## config.mk

```make
export PLATFORM = sky130hd
export DESIGN_NAME = bit_carry_ops_and_branch_eval
export DESIGN_NICKNAME = d
export VERILOG_FILES = /design/src/verilog/bitbr_pkg.sv /design/src/verilog/bit_carry_ops_and_branch_eval.sv /design/src/verilog/ret_stack_mem.sv
export SDC_FILE = /design/constraint.sdc
export NUM_CORES = 1
export LEC_CHECK = 0
export BUFFER_PORTS_ARGS = -buffer_cell sky130_fd_sc_hd__buf_4
export CORE_UTILIZATION = 40
export DETAILED_ROUTE_END_ITERATION = 8
export PLACE_DENSITY = 0.53
export SYNTH_ARGS = -nofsm -noshare
export SYNTH_HDL_FRONTEND = slang
export SYNTH_SLANG_ARGS = --single-unit
```

## constraint.sdc

```tcl
create_clock -name pclk -period 8.6 [get_ports pclk]
set_input_delay 2.58 -clock pclk [delete_from_list [all_inputs] [get_ports pclk]]
set_output_delay 2.58 -clock pclk [all_outputs]
set_load 0.01 [all_outputs]
```

## src/verilog/bitbr_pkg.sv

```systemverilog
package bitbr_pkg;

  // Register byte offsets
  localparam logic [11:0] CTRL_OFS    = 12'h000;
  localparam logic [11:0] OPND_OFS    = 12'h004;
  localparam logic [11:0] TARGET_OFS  = 12'h008;
  localparam logic [11:0] CCR_OFS     = 12'h00C;
  localparam logic [11:0] RESULT_OFS  = 12'h010;
  localparam logic [11:0] PC_OFS      = 12'h014;
  localparam logic [11:0] RETPC_OFS   = 12'h018;
  localparam logic [11:0] SP_OFS      = 12'h01C;
  localparam logic [11:0] STATUS_OFS  = 12'h020;

  // CTRL fields: go[0], op[5:1], imm bit[8:6], use_reg[9], reg bits[12:10]
  localparam int CTRL_GO_POS    = 0;
  localparam int CTRL_OP_LSB    = 1;
  localparam int CTRL_IMM_LSB   = 6;
  localparam int CTRL_USEREG    = 9;
  localparam int CTRL_REG_LSB   = 10;

  // CCR layout: C[0] V[1] Z[2] N[3]
  localparam int CCR_C = 0;
  localparam int CCR_V = 1;
  localparam int CCR_Z = 2;
  localparam int CCR_N = 3;

  localparam logic [3:0]  CCR_RST    = 4'h0;
  localparam logic [31:0] PC_RST     = 32'h0000_0000;
  localparam logic [31:0] SP_RST     = 32'h0000_0100;
  localparam logic [31:0] RET_STEP   = 32'h0000_0002;
  localparam logic [3:0]  STACK_DEPTH_LOG = 4'h4;
  localparam int          STACK_AW   = 4;

  typedef enum logic [4:0] {
    OP_NONE            = 5'h00,
    bit_or_carry       = 5'h01,
    bit_inv_or_carry   = 5'h02,
    bit_xor_carry      = 5'h03,
    bit_inv_xor_carry  = 5'h04,
    bit_load_carry     = 5'h05,
    bit_inv_load_carry = 5'h06,
    bit_store_carry    = 5'h07,
    bit_inv_store_carry= 5'h08,
    branch_always      = 5'h09,
    branch_never       = 5'h0A,
    branch_higher      = 5'h0B,
    branch_lower_same  = 5'h0C,
    branch_carry_clear = 5'h0D,
    branch_carry_set   = 5'h0E,
    branch_not_equal   = 5'h0F,
    branch_equal       = 5'h10,
    branch_ovf_clear   = 5'h11,
    branch_ovf_set     = 5'h12,
    branch_plus        = 5'h13,
    branch_minus       = 5'h14,
    branch_signed_ge   = 5'h15,
    branch_signed_lt   = 5'h16,
    branch_signed_gt   = 5'h17,
    branch_signed_le   = 5'h18,
    jump_unconditional = 5'h19,
    call_relative      = 5'h1A,
    call_absolute      = 5'h1B,
    subr_return        = 5'h1C
  } op_t;

endpackage

```

## src/verilog/bit_carry_ops_and_branch_eval.sv

```systemverilog
// Chosen here: the address map and the APB interface to the registers.
`timescale 1ns/10ps
// Behaviour
// - Bit OR: carry becomes carry OR selected operand bit.
// - Inverted bit OR: carry becomes carry OR complement of selected bit.
// - Bit XOR: carry becomes carry XOR selected bit.
// - Inverted bit XOR: carry becomes carry XOR complement of selected bit.
// - Bit load: carry takes the selected bit.
// - Inverted bit load: carry takes complement of selected bit.
// - Bit store: carry written into selected bit, other bits kept.
// - Inverted bit store: complement of carry written into selected bit.
// - Inverted variants take bit position only from the 3-bit immediate.
// - Signed and always/never branch conditions from N, V, Z.
// - Unsigned branch conditions from C and Z.
// - Single-flag branch conditions on Z, V, N.
// - Jump always goes to the target, no flag tested.
// - Calls go to target; a later return resumes after the call.
// - Plain bit ops take position from immediate or register low bits.
// - Store forms read whole byte, change one bit, write byte back.
module bit_carry_ops_and_branch_eval
(
  // APB clock and reset
  input  wire logic        pclk,
  input  wire logic        presetn,
  // APB request
  input  wire logic        psel,
  input  wire logic        penable,
  input  wire logic        pwrite,
  input  wire logic [11:0] paddr,
  input  wire logic [31:0] pwdata,
  // APB answer
  output logic      [31:0] prdata,
  output logic             pready,
  output logic             pslverr,
  // Core side status
  output logic             carry_out,
  output logic             branch_taken,
  output logic      [31:0] pc_out
);

  // Software visible state
  logic [12:0] ctrl_ff;
  logic [7:0]  opnd_ff;
  logic [31:0] target_ff;
  logic [3:0]  ccr_ff;
  logic [7:0]  result_ff;
  logic [31:0] pc_ff;
  logic [31:0] ret_pc_ff;
  logic [bitbr_pkg::STACK_AW-1:0] sp_ff;
  logic        taken_ff;
  logic        busy_ff;
  logic        ret_pend_ff;
  logic [31:0] prdata_ff;
  logic        pready_ff;
  logic        pslverr_ff;

  // Bus decode
  wire setup_w   = psel & ~penable;
  wire access_w  = psel & penable & pready_ff;
  wire wr_w      = access_w & pwrite;
  wire hit_ctrl  = (paddr == bitbr_pkg::CTRL_OFS);
  wire hit_opnd  = (paddr == bitbr_pkg::OPND_OFS);
  wire hit_tgt   = (paddr == bitbr_pkg::TARGET_OFS);
  wire hit_ccr   = (paddr == bitbr_pkg::CCR_OFS);
  wire hit_res   = (paddr == bitbr_pkg::RESULT_OFS);
  wire hit_pc    = (paddr == bitbr_pkg::PC_OFS);
  wire hit_ret   = (paddr == bitbr_pkg::RETPC_OFS);
  wire hit_sp    = (paddr == bitbr_pkg::SP_OFS);
  wire hit_stat  = (paddr == bitbr_pkg::STATUS_OFS);
  wire hit_any   = hit_ctrl | hit_opnd | hit_tgt | hit_ccr | hit_res
                 | hit_pc | hit_ret | hit_sp | hit_stat;

  // Operation fields
  bitbr_pkg::op_t op_w;
  assign op_w = bitbr_pkg::op_t'(ctrl_ff[bitbr_pkg::CTRL_OP_LSB +: 5]);
  wire [2:0] imm_pos_w = ctrl_ff[bitbr_pkg::CTRL_IMM_LSB +: 3];
  wire [2:0] reg_pos_w = ctrl_ff[bitbr_pkg::CTRL_REG_LSB +: 3];
  wire       inv_op_w  = (op_w == bitbr_pkg::bit_inv_or_carry)
                       | (op_w == bitbr_pkg::bit_inv_xor_carry)
                       | (op_w == bitbr_pkg::bit_inv_load_carry)
                       | (op_w == bitbr_pkg::bit_inv_store_carry);

  // Bit position select
  // immediate only for inverted
  wire [2:0] pos_w = (ctrl_ff[bitbr_pkg::CTRL_USEREG] & ~inv_op_w) ? reg_pos_w : imm_pos_w;

  wire sel_bit_w = opnd_ff[pos_w];
  wire c_w = ccr_ff[bitbr_pkg::CCR_C];
  wire v_w = ccr_ff[bitbr_pkg::CCR_V];
  wire z_w = ccr_ff[bitbr_pkg::CCR_Z];
  wire n_w = ccr_ff[bitbr_pkg::CCR_N];
  wire nv_w = n_w ^ v_w;

  // Carry result of bit ops
  logic nxt_c;
  logic is_bitc;
  always_comb
  begin
    nxt_c   = c_w;
    is_bitc = 1'b1;
    case (op_w)
      bitbr_pkg::bit_or_carry:       nxt_c = c_w | sel_bit_w;
      bitbr_pkg::bit_inv_or_carry:   nxt_c = c_w | ~sel_bit_w;
      bitbr_pkg::bit_xor_carry:      nxt_c = c_w ^ sel_bit_w;
      bitbr_pkg::bit_inv_xor_carry:  nxt_c = c_w ^ ~sel_bit_w;
      bitbr_pkg::bit_load_carry:     nxt_c = sel_bit_w;
      bitbr_pkg::bit_inv_load_carry: nxt_c = ~sel_bit_w;
      default:                       is_bitc = 1'b0;
    endcase
  end

  // Store forms: one bit replaced, byte written back whole
  // carry into bit
  wire       is_store_w  = (op_w == bitbr_pkg::bit_store_carry)
                         | (op_w == bitbr_pkg::bit_inv_store_carry);
  wire       store_val_w = (op_w == bitbr_pkg::bit_inv_store_carry) ? ~c_w : c_w;
  wire [7:0] bit_mask_w  = 8'h01 << pos_w;
  wire [7:0] stored_w    = (opnd_ff & ~bit_mask_w) | (store_val_w ? bit_mask_w : 8'h00);

  // Branch condition
  logic cond;
  logic is_branch;
  always_comb
  begin
    cond      = 1'b0;
    is_branch = 1'b1;
    case (op_w)
      bitbr_pkg::branch_always:      cond = 1'b1;
      bitbr_pkg::branch_never:       cond = 1'b0;
      bitbr_pkg::branch_signed_ge:   cond = ~nv_w;
      bitbr_pkg::branch_signed_lt:   cond = nv_w;
      bitbr_pkg::branch_signed_gt:   cond = ~(z_w | nv_w);
      bitbr_pkg::branch_signed_le:   cond = z_w | nv_w;
      bitbr_pkg::branch_higher:      cond = ~(c_w | z_w);
      bitbr_pkg::branch_lower_same:  cond = c_w | z_w;
      bitbr_pkg::branch_carry_clear: cond = ~c_w;
      bitbr_pkg::branch_carry_set:   cond = c_w;
      bitbr_pkg::branch_not_equal:   cond = ~z_w;
      bitbr_pkg::branch_equal:       cond = z_w;
      bitbr_pkg::branch_ovf_clear:   cond = ~v_w;
      bitbr_pkg::branch_ovf_set:     cond = v_w;
      bitbr_pkg::branch_plus:        cond = ~n_w;
      bitbr_pkg::branch_minus:       cond = n_w;
      bitbr_pkg::jump_unconditional: cond = 1'b1;
      default:                       is_branch = 1'b0;
    endcase
  end

  // Calls and returns
  wire is_call_w = (op_w == bitbr_pkg::call_relative) | (op_w == bitbr_pkg::call_absolute);
  wire is_ret_w  = (op_w == bitbr_pkg::subr_return);
  wire [31:0] seq_pc_w  = pc_ff + bitbr_pkg::RET_STEP;
  // Relative call adds the target as a displacement to the next address
  wire [31:0] call_tgt_w = (op_w == bitbr_pkg::call_relative) ? seq_pc_w + target_ff
                                                                : target_ff;
  wire [31:0] br_tgt_w   = (op_w == bitbr_pkg::jump_unconditional) ? target_ff
                                                                   : seq_pc_w + target_ff;
  wire [bitbr_pkg::STACK_AW-1:0] sp_dec_w = sp_ff - 1'b1;
  wire [31:0] stack_rd_w;

  // Return stack: push on call, pop on return
  // resume after the call
  ret_stack_mem u_stack
  (
    .pclk    (pclk),
    .wr_en   (busy_ff & is_call_w),
    .wr_addr (sp_ff),
    .wr_data (seq_pc_w),
    .rd_addr (sp_dec_w),
    .rd_data (stack_rd_w)
  );

  // Write to CTRL with go bit starts one operation next cycle
  wire go_w = wr_w & hit_ctrl & pwdata[bitbr_pkg::CTRL_GO_POS];

  // Read mux
  wire [31:0] rd_mux_w =
      hit_ctrl ? {19'h0, ctrl_ff}                  :
      hit_opnd ? {24'h0, opnd_ff}                  :
      hit_tgt  ? target_ff                         :
      hit_ccr  ? {28'h0, ccr_ff}                   :
      hit_res  ? {24'h0, result_ff}                :
      hit_pc   ? pc_ff                             :
      hit_ret  ? ret_pc_ff                         :
      hit_sp   ? {28'h0, sp_ff}                    :
      hit_stat ? {30'h0, taken_ff, busy_ff | ret_pend_ff} :
                 32'h0000_0000;

  // APB slave: no wait states, ready in the first access cycle after setup
  always_ff @(posedge pclk or negedge presetn)
  begin
    if (!presetn)
    begin
      pready_ff  <= 1'b0;
      prdata_ff  <= 32'h0000_0000;
      pslverr_ff <= 1'b0;
    end
    else
    begin
      pready_ff  <= setup_w;
      prdata_ff  <= setup_w ? rd_mux_w : 32'h0000_0000;
      pslverr_ff <= setup_w & ~hit_any;
    end
  end

  // Register writes and execution
  always_ff @(posedge pclk or negedge presetn)
  begin
    if (!presetn)
    begin
      ctrl_ff     <= 13'h0000;
      opnd_ff     <= 8'h00;
      target_ff   <= 32'h0000_0000;
      ccr_ff      <= bitbr_pkg::CCR_RST;
      result_ff   <= 8'h00;
      pc_ff       <= bitbr_pkg::PC_RST;
      ret_pc_ff   <= 32'h0000_0000;
      sp_ff       <= '0;
      taken_ff    <= 1'b0;
      busy_ff     <= 1'b0;
      ret_pend_ff <= 1'b0;
    end
    else
    begin
      busy_ff     <= go_w;
      ret_pend_ff <= busy_ff & is_ret_w;
      if (wr_w & hit_ctrl)
      begin
        ctrl_ff <= {pwdata[12:1], 1'b0};
      end
      if (wr_w & hit_opnd)
      begin
        opnd_ff <= pwdata[7:0];
      end
      if (wr_w & hit_tgt)
      begin
        target_ff <= pwdata;
      end
      if (wr_w & hit_ccr)
      begin
        ccr_ff <= pwdata[3:0];
      end
      if (wr_w & hit_pc)
      begin
        pc_ff <= pwdata;
      end
      if (busy_ff)
      begin
        result_ff <= is_store_w ? stored_w : opnd_ff;
        if (is_store_w)
        begin
          opnd_ff <= stored_w;
        end
        if (is_bitc)
        begin
          ccr_ff[bitbr_pkg::CCR_C] <= nxt_c;
        end
        taken_ff <= (is_branch & cond) | is_call_w | is_ret_w;
        if (is_branch)
        begin
          pc_ff <= cond ? br_tgt_w : seq_pc_w;
        end
        else if (is_call_w)
        begin
          pc_ff     <= call_tgt_w;
          ret_pc_ff <= seq_pc_w;
          sp_ff     <= sp_ff + 1'b1;
        end
        else if (is_ret_w)
        begin
          sp_ff <= sp_dec_w;
        end
        else
        begin
          pc_ff <= seq_pc_w;
        end
      end
      if (ret_pend_ff)
      begin
        pc_ff <= stack_rd_w;
      end
    end
  end

  // Core side outputs registered
  always_ff @(posedge pclk or negedge presetn)
  begin
    if (!presetn)
    begin
      carry_out    <= 1'b0;
      branch_taken <= 1'b0;
      pc_out       <= bitbr_pkg::PC_RST;
    end
    else
    begin
      carry_out    <= ccr_ff[bitbr_pkg::CCR_C];
      branch_taken <= taken_ff;
      pc_out       <= pc_ff;
    end
  end

  assign prdata  = prdata_ff;
  assign pready  = pready_ff;
  assign pslverr = pslverr_ff;

endmodule // bit_carry_ops_and_branch_eval

```

## src/verilog/ret_stack_mem.sv

```systemverilog
`timescale 1ns/10ps
// Return address memory, registered read port
module ret_stack_mem
(
  // Clock
  input  wire logic                        pclk,
  // Write port
  input  wire logic                        wr_en,
  input  wire logic [bitbr_pkg::STACK_AW-1:0] wr_addr,
  input  wire logic [31:0]                 wr_data,
  // Read port
  input  wire logic [bitbr_pkg::STACK_AW-1:0] rd_addr,
  output logic      [31:0]                 rd_data
);

  logic [31:0] mem [0:(1<<bitbr_pkg::STACK_AW)-1];

  always_ff @(posedge pclk)
  begin
    if (wr_en)
    begin
      mem[wr_addr] <= wr_data;
    end
    rd_data <= mem[rd_addr];
  end

endmodule // ret_stack_mem

```

==> flow_summary.ini <==
[synth]
synth-compound-area-share_pct = 8.52
synth_edf_count = 512
synth_top_family_by_area = multiplexers
synth-main-ff-cell = edfxtp_1
synth_most_common_cell = edfxtp_1
yosysTopAreaCell = edfxtp_1
syn_nets = 2332
synthCells = 2239
ys_types = 89
synth_fa_ha_area_share_pct = 1.69
synth_area_sq_um = 33100
ys_top_cells_by_area = edfxtp_1 47%, dfrtp_1 15%, mux4_2 11%
ys_seq_area_share_pct = 63.8
ys_ff_latch = 747
yosys.area_share.simple_pct = 7.43
ys_warn_count = 0
synth.mux.area_fraction_pct = 14.6
syn_area_per_cell_sq_um = 14.8
synth_xor_area_share_pct = 1.62
synthTopCellsByCount = 512 x edfxtp_1, 207 x nand2_1, 203 x dfrtp_1, 160 x mux4_2, 141 x nor2_1
synth_top_area_share_pct = 46.5
async_flop_share_pct = 27.2

[clocking]
numCtsBuffers = 81
clk_latency_ns = 0.66
clockRootBuffer = clkbuf_16
cts_setup_buffers = 0
h-tree-depth = 3
cts_tree = built
path_clk_slew_ns = 0.06
clkSinkCount = 747
clk_path_buf_depth = 3
postCtsHoldBufs = 0
cts_resized = 0

[hold_path]
whs_path_depth = 0
min_from = taken_ff
whs_endpoint = branch_taken
min_path_type = reg -> reg

[routing]
drc = 0
dr.pass1.iters = 7
wl_per_cell_um = 26.7
drtAntennaViolNets = 0
initialDrtViolationCount = 2352
wirelength_mm = 93.8
viasPerCell = 5.87
via_count = 20624

[worst_setup_path]
required_ns = 9.16
r2r_start = pc_ff[4]
rr_worst_depth = 15
critPathKind = reg -> reg
cp-start-kind = flop
path_common_cell = nand2_1
path_buf_inv = 1
crit_chain = nand4_1 > nor3_2 > nand2_1 > xor2_1 > inv_1 > ha_1 > a21oi_1 > a21boi_0 > a311o_1 > nand2_1 > o21ai_0 > o41ai_2 > mux2i_1 > a211oi_1 > o22a_1
worstPathArrival_ns = 5.69
crit_slowest_cell = nor3_2
max_stage_delay_ns = 0.63
reg2reg_slack_ns = 3.47
path_delay_family = compound AO/OA/AOI/OAI gates
crit_path_end_kind = flop
crit_fanout = 17
r2r_end = pc_ff[28]

[die]
die_height_um = 289
fp-row-count = 105
start_util_pct = 40.3
pin_count = 117
core-area_sq_um = 82000
dieArea_sq_um = 83800
dieWidth_um = 289

[power_and_ir_drop]
switchingPower_mw = 1.61
total_power_mw = 7.56
leakage_nw = 13.6
power_density_nw_per_um2 = 199
p_seq_share_pct = 50.7
p_int_mw = 5.95
pwr-share-comb_pct = 1.7
max-vdd-ir-drop_uv = 140
clockPowerShare_pct = 47.6
netSwitchingFraction_pct = 21.3

[cells_and_area]
n_fill_cell = 7107
area_delta_synth_final_pct = 15.2
post_route_cells_drive_above_1_share_pct = 23.5
nets = 2466

[global_routing]
grt_max_degree = 86
grt_use_met2_pct = 35.2
use_met1_pct = 32.6
grt-ovfl-total = 0
grt_use_met3_pct = 3.09
grt_pass1_wl_mm = 139
busiest_layer = met2
grt_pass1_vias = 20620
antenna_found_initial = 1
track_usage_pct = 22.6

[timing]
finClkSkew_ns = 0.0476
rsz0062_at_grt = no
fmax_mhz = 195
slew_headroom_pct = 22.7
fin_crit_sh_pct = 59.6
tns_ns = 0
hold_violations = 0
final-setup-viol-count = 0
fin_crit_ns = 5.13
tightest_slew_ns = 1.16
slew_viol_final = 0

[place]
gp_congestion = 0.936
dpl.hpwl_mm = 58.2
io_buffers = 116

[status]
outcome = finished, final reports clean

[job]
maxCapViolations = 0
-- per-stage QoR --
step	setup WS, ns	cell area (sq um)	hold slack (ns)	std cells	utilization [%]
global route	3.20	38100	0.442	3511	46.5
CTS	3.55	38100	0.410	3511	46.5
finish	3.47	38100	0.413	3512	46.5
detailed placement	3.16	35300	0.397	3360	43.0
global placement	3.24	35300	0.395	3360	43.0
floorplan	3.85	33100	0.352	2239	-
-- power groups by stage --
stage / Combinational (mW) / Sequential, mW / Clock (mW)
4_1_cts: 0.126 / 3.84 / 3.69
6_report: 0.125 / 3.84 / 3.60
2_1_floorplan: 0.0462 / 3.91 / 0
3_5_place_dp: 0.126 / 3.91 / 0
5_1_grt: 0.138 / 3.84 / 3.82
3_3_place_gp: 0.123 / 3.91 / 0
-- placed cells by master, fill, tap and decap left out, types with 17 or more instances in the layout --
master,Yosys,layout
a222oi_1,28,28
nor2_1,141,139
and3_1,24,20
a21oi_1,106,106
inv_1,47,47
edfxtp_1,512,512
mux4_2,160,160
clkinv_2,0,17
mux2_2,56,56
a22oi_1,17,17
ha_1,43,42
nand2_1,207,207
o221ai_1,19,19
mux2i_1,60,60
buf_4,3,181
o21ai_0,68,68
nor3_1,26,26
dfrtp_1,203,202
nand3_1,32,32
clkbuf_16,0,81
dfxtp_1,32,32
xor2_1,26,26
a221oi_1,21,21
clkbuf_1,89,17
xnor2_1,32,30
o22ai_1,23,23
-- layer usage --
metal	vias to the layer above	share of wire [%]
li1	9000	-
met1	10664	45
met2	790	46
met3	170	6.3
met4	0	3.0
met5	-	0
-- logic make-up (layout without fill, tap and decap cells) --
family	count (synthesis)	count (layout)
DFF	747	747
and+or+nand+nor	525	525
AOI/OAI and AO/OA	409	409
muxes	276	276
buffers and inverters	179	381
xor gates and xnor gates	59	59
adders and majority gates	44	44
other	0	1
-- how the worst max path moves through the flow --
stage / startpoint / to / depth (start not counted)
2_1_floorplan: paddr[9] / pc_ff[24] / 9
3_3_place_gp: paddr[9] / pc_ff[31] / 11
3_5_place_dp: paddr[9] / pc_ff[24] / 10
4_1_cts: pc_ff[4] / pc_ff[31] / 16
5_1_grt: pc_ff[4] / pc_ff[31] / 16
6_report: pc_ff[4] / pc_ff[28] / 15
-- layout make-up --
type | instances | area, sq um | area share, %
Sequential cell | 747 | 21100 | 55.4
Multi-Input combinational cell | 1313 | 11300 | 29.6
Clock buffer | 106 | 2200 | 5.78
Timing Repair Buffer | 183 | 1390 | 3.66
Tap cell | 1070 | 1340 | 3.52
Clock inverter | 45 | 603 | 1.58
Inverter | 47 | 176 | 0.463
Antenna cell | 1 | 2.50 | 0.00657
-- registers in the layout, indices dropped and copies added (netlist names) --
| signal | cells |
|---|---|
| u_stack.mem | 512 |
| pc_ff | 32 |
| pc_out | 32 |
| prdata | 32 |
| ret_pc_ff | 32 |
| target_ff | 32 |
| u_stack.rd_data | 32 |
| ctrl_ff | 12 |
| opnd_ff | 8 |
| result_ff | 8 |
| ccr_ff | 4 |
| sp_ff | 4 |
| branch_taken | 1 |
| busy_ff | 1 |
| carry_out | 1 |
| pready | 1 |
| pslverr | 1 |
| ret_pend_ff | 1 |
| taken_ff | 1 |
No activity file was read; power rests on OpenSTA's default activity.
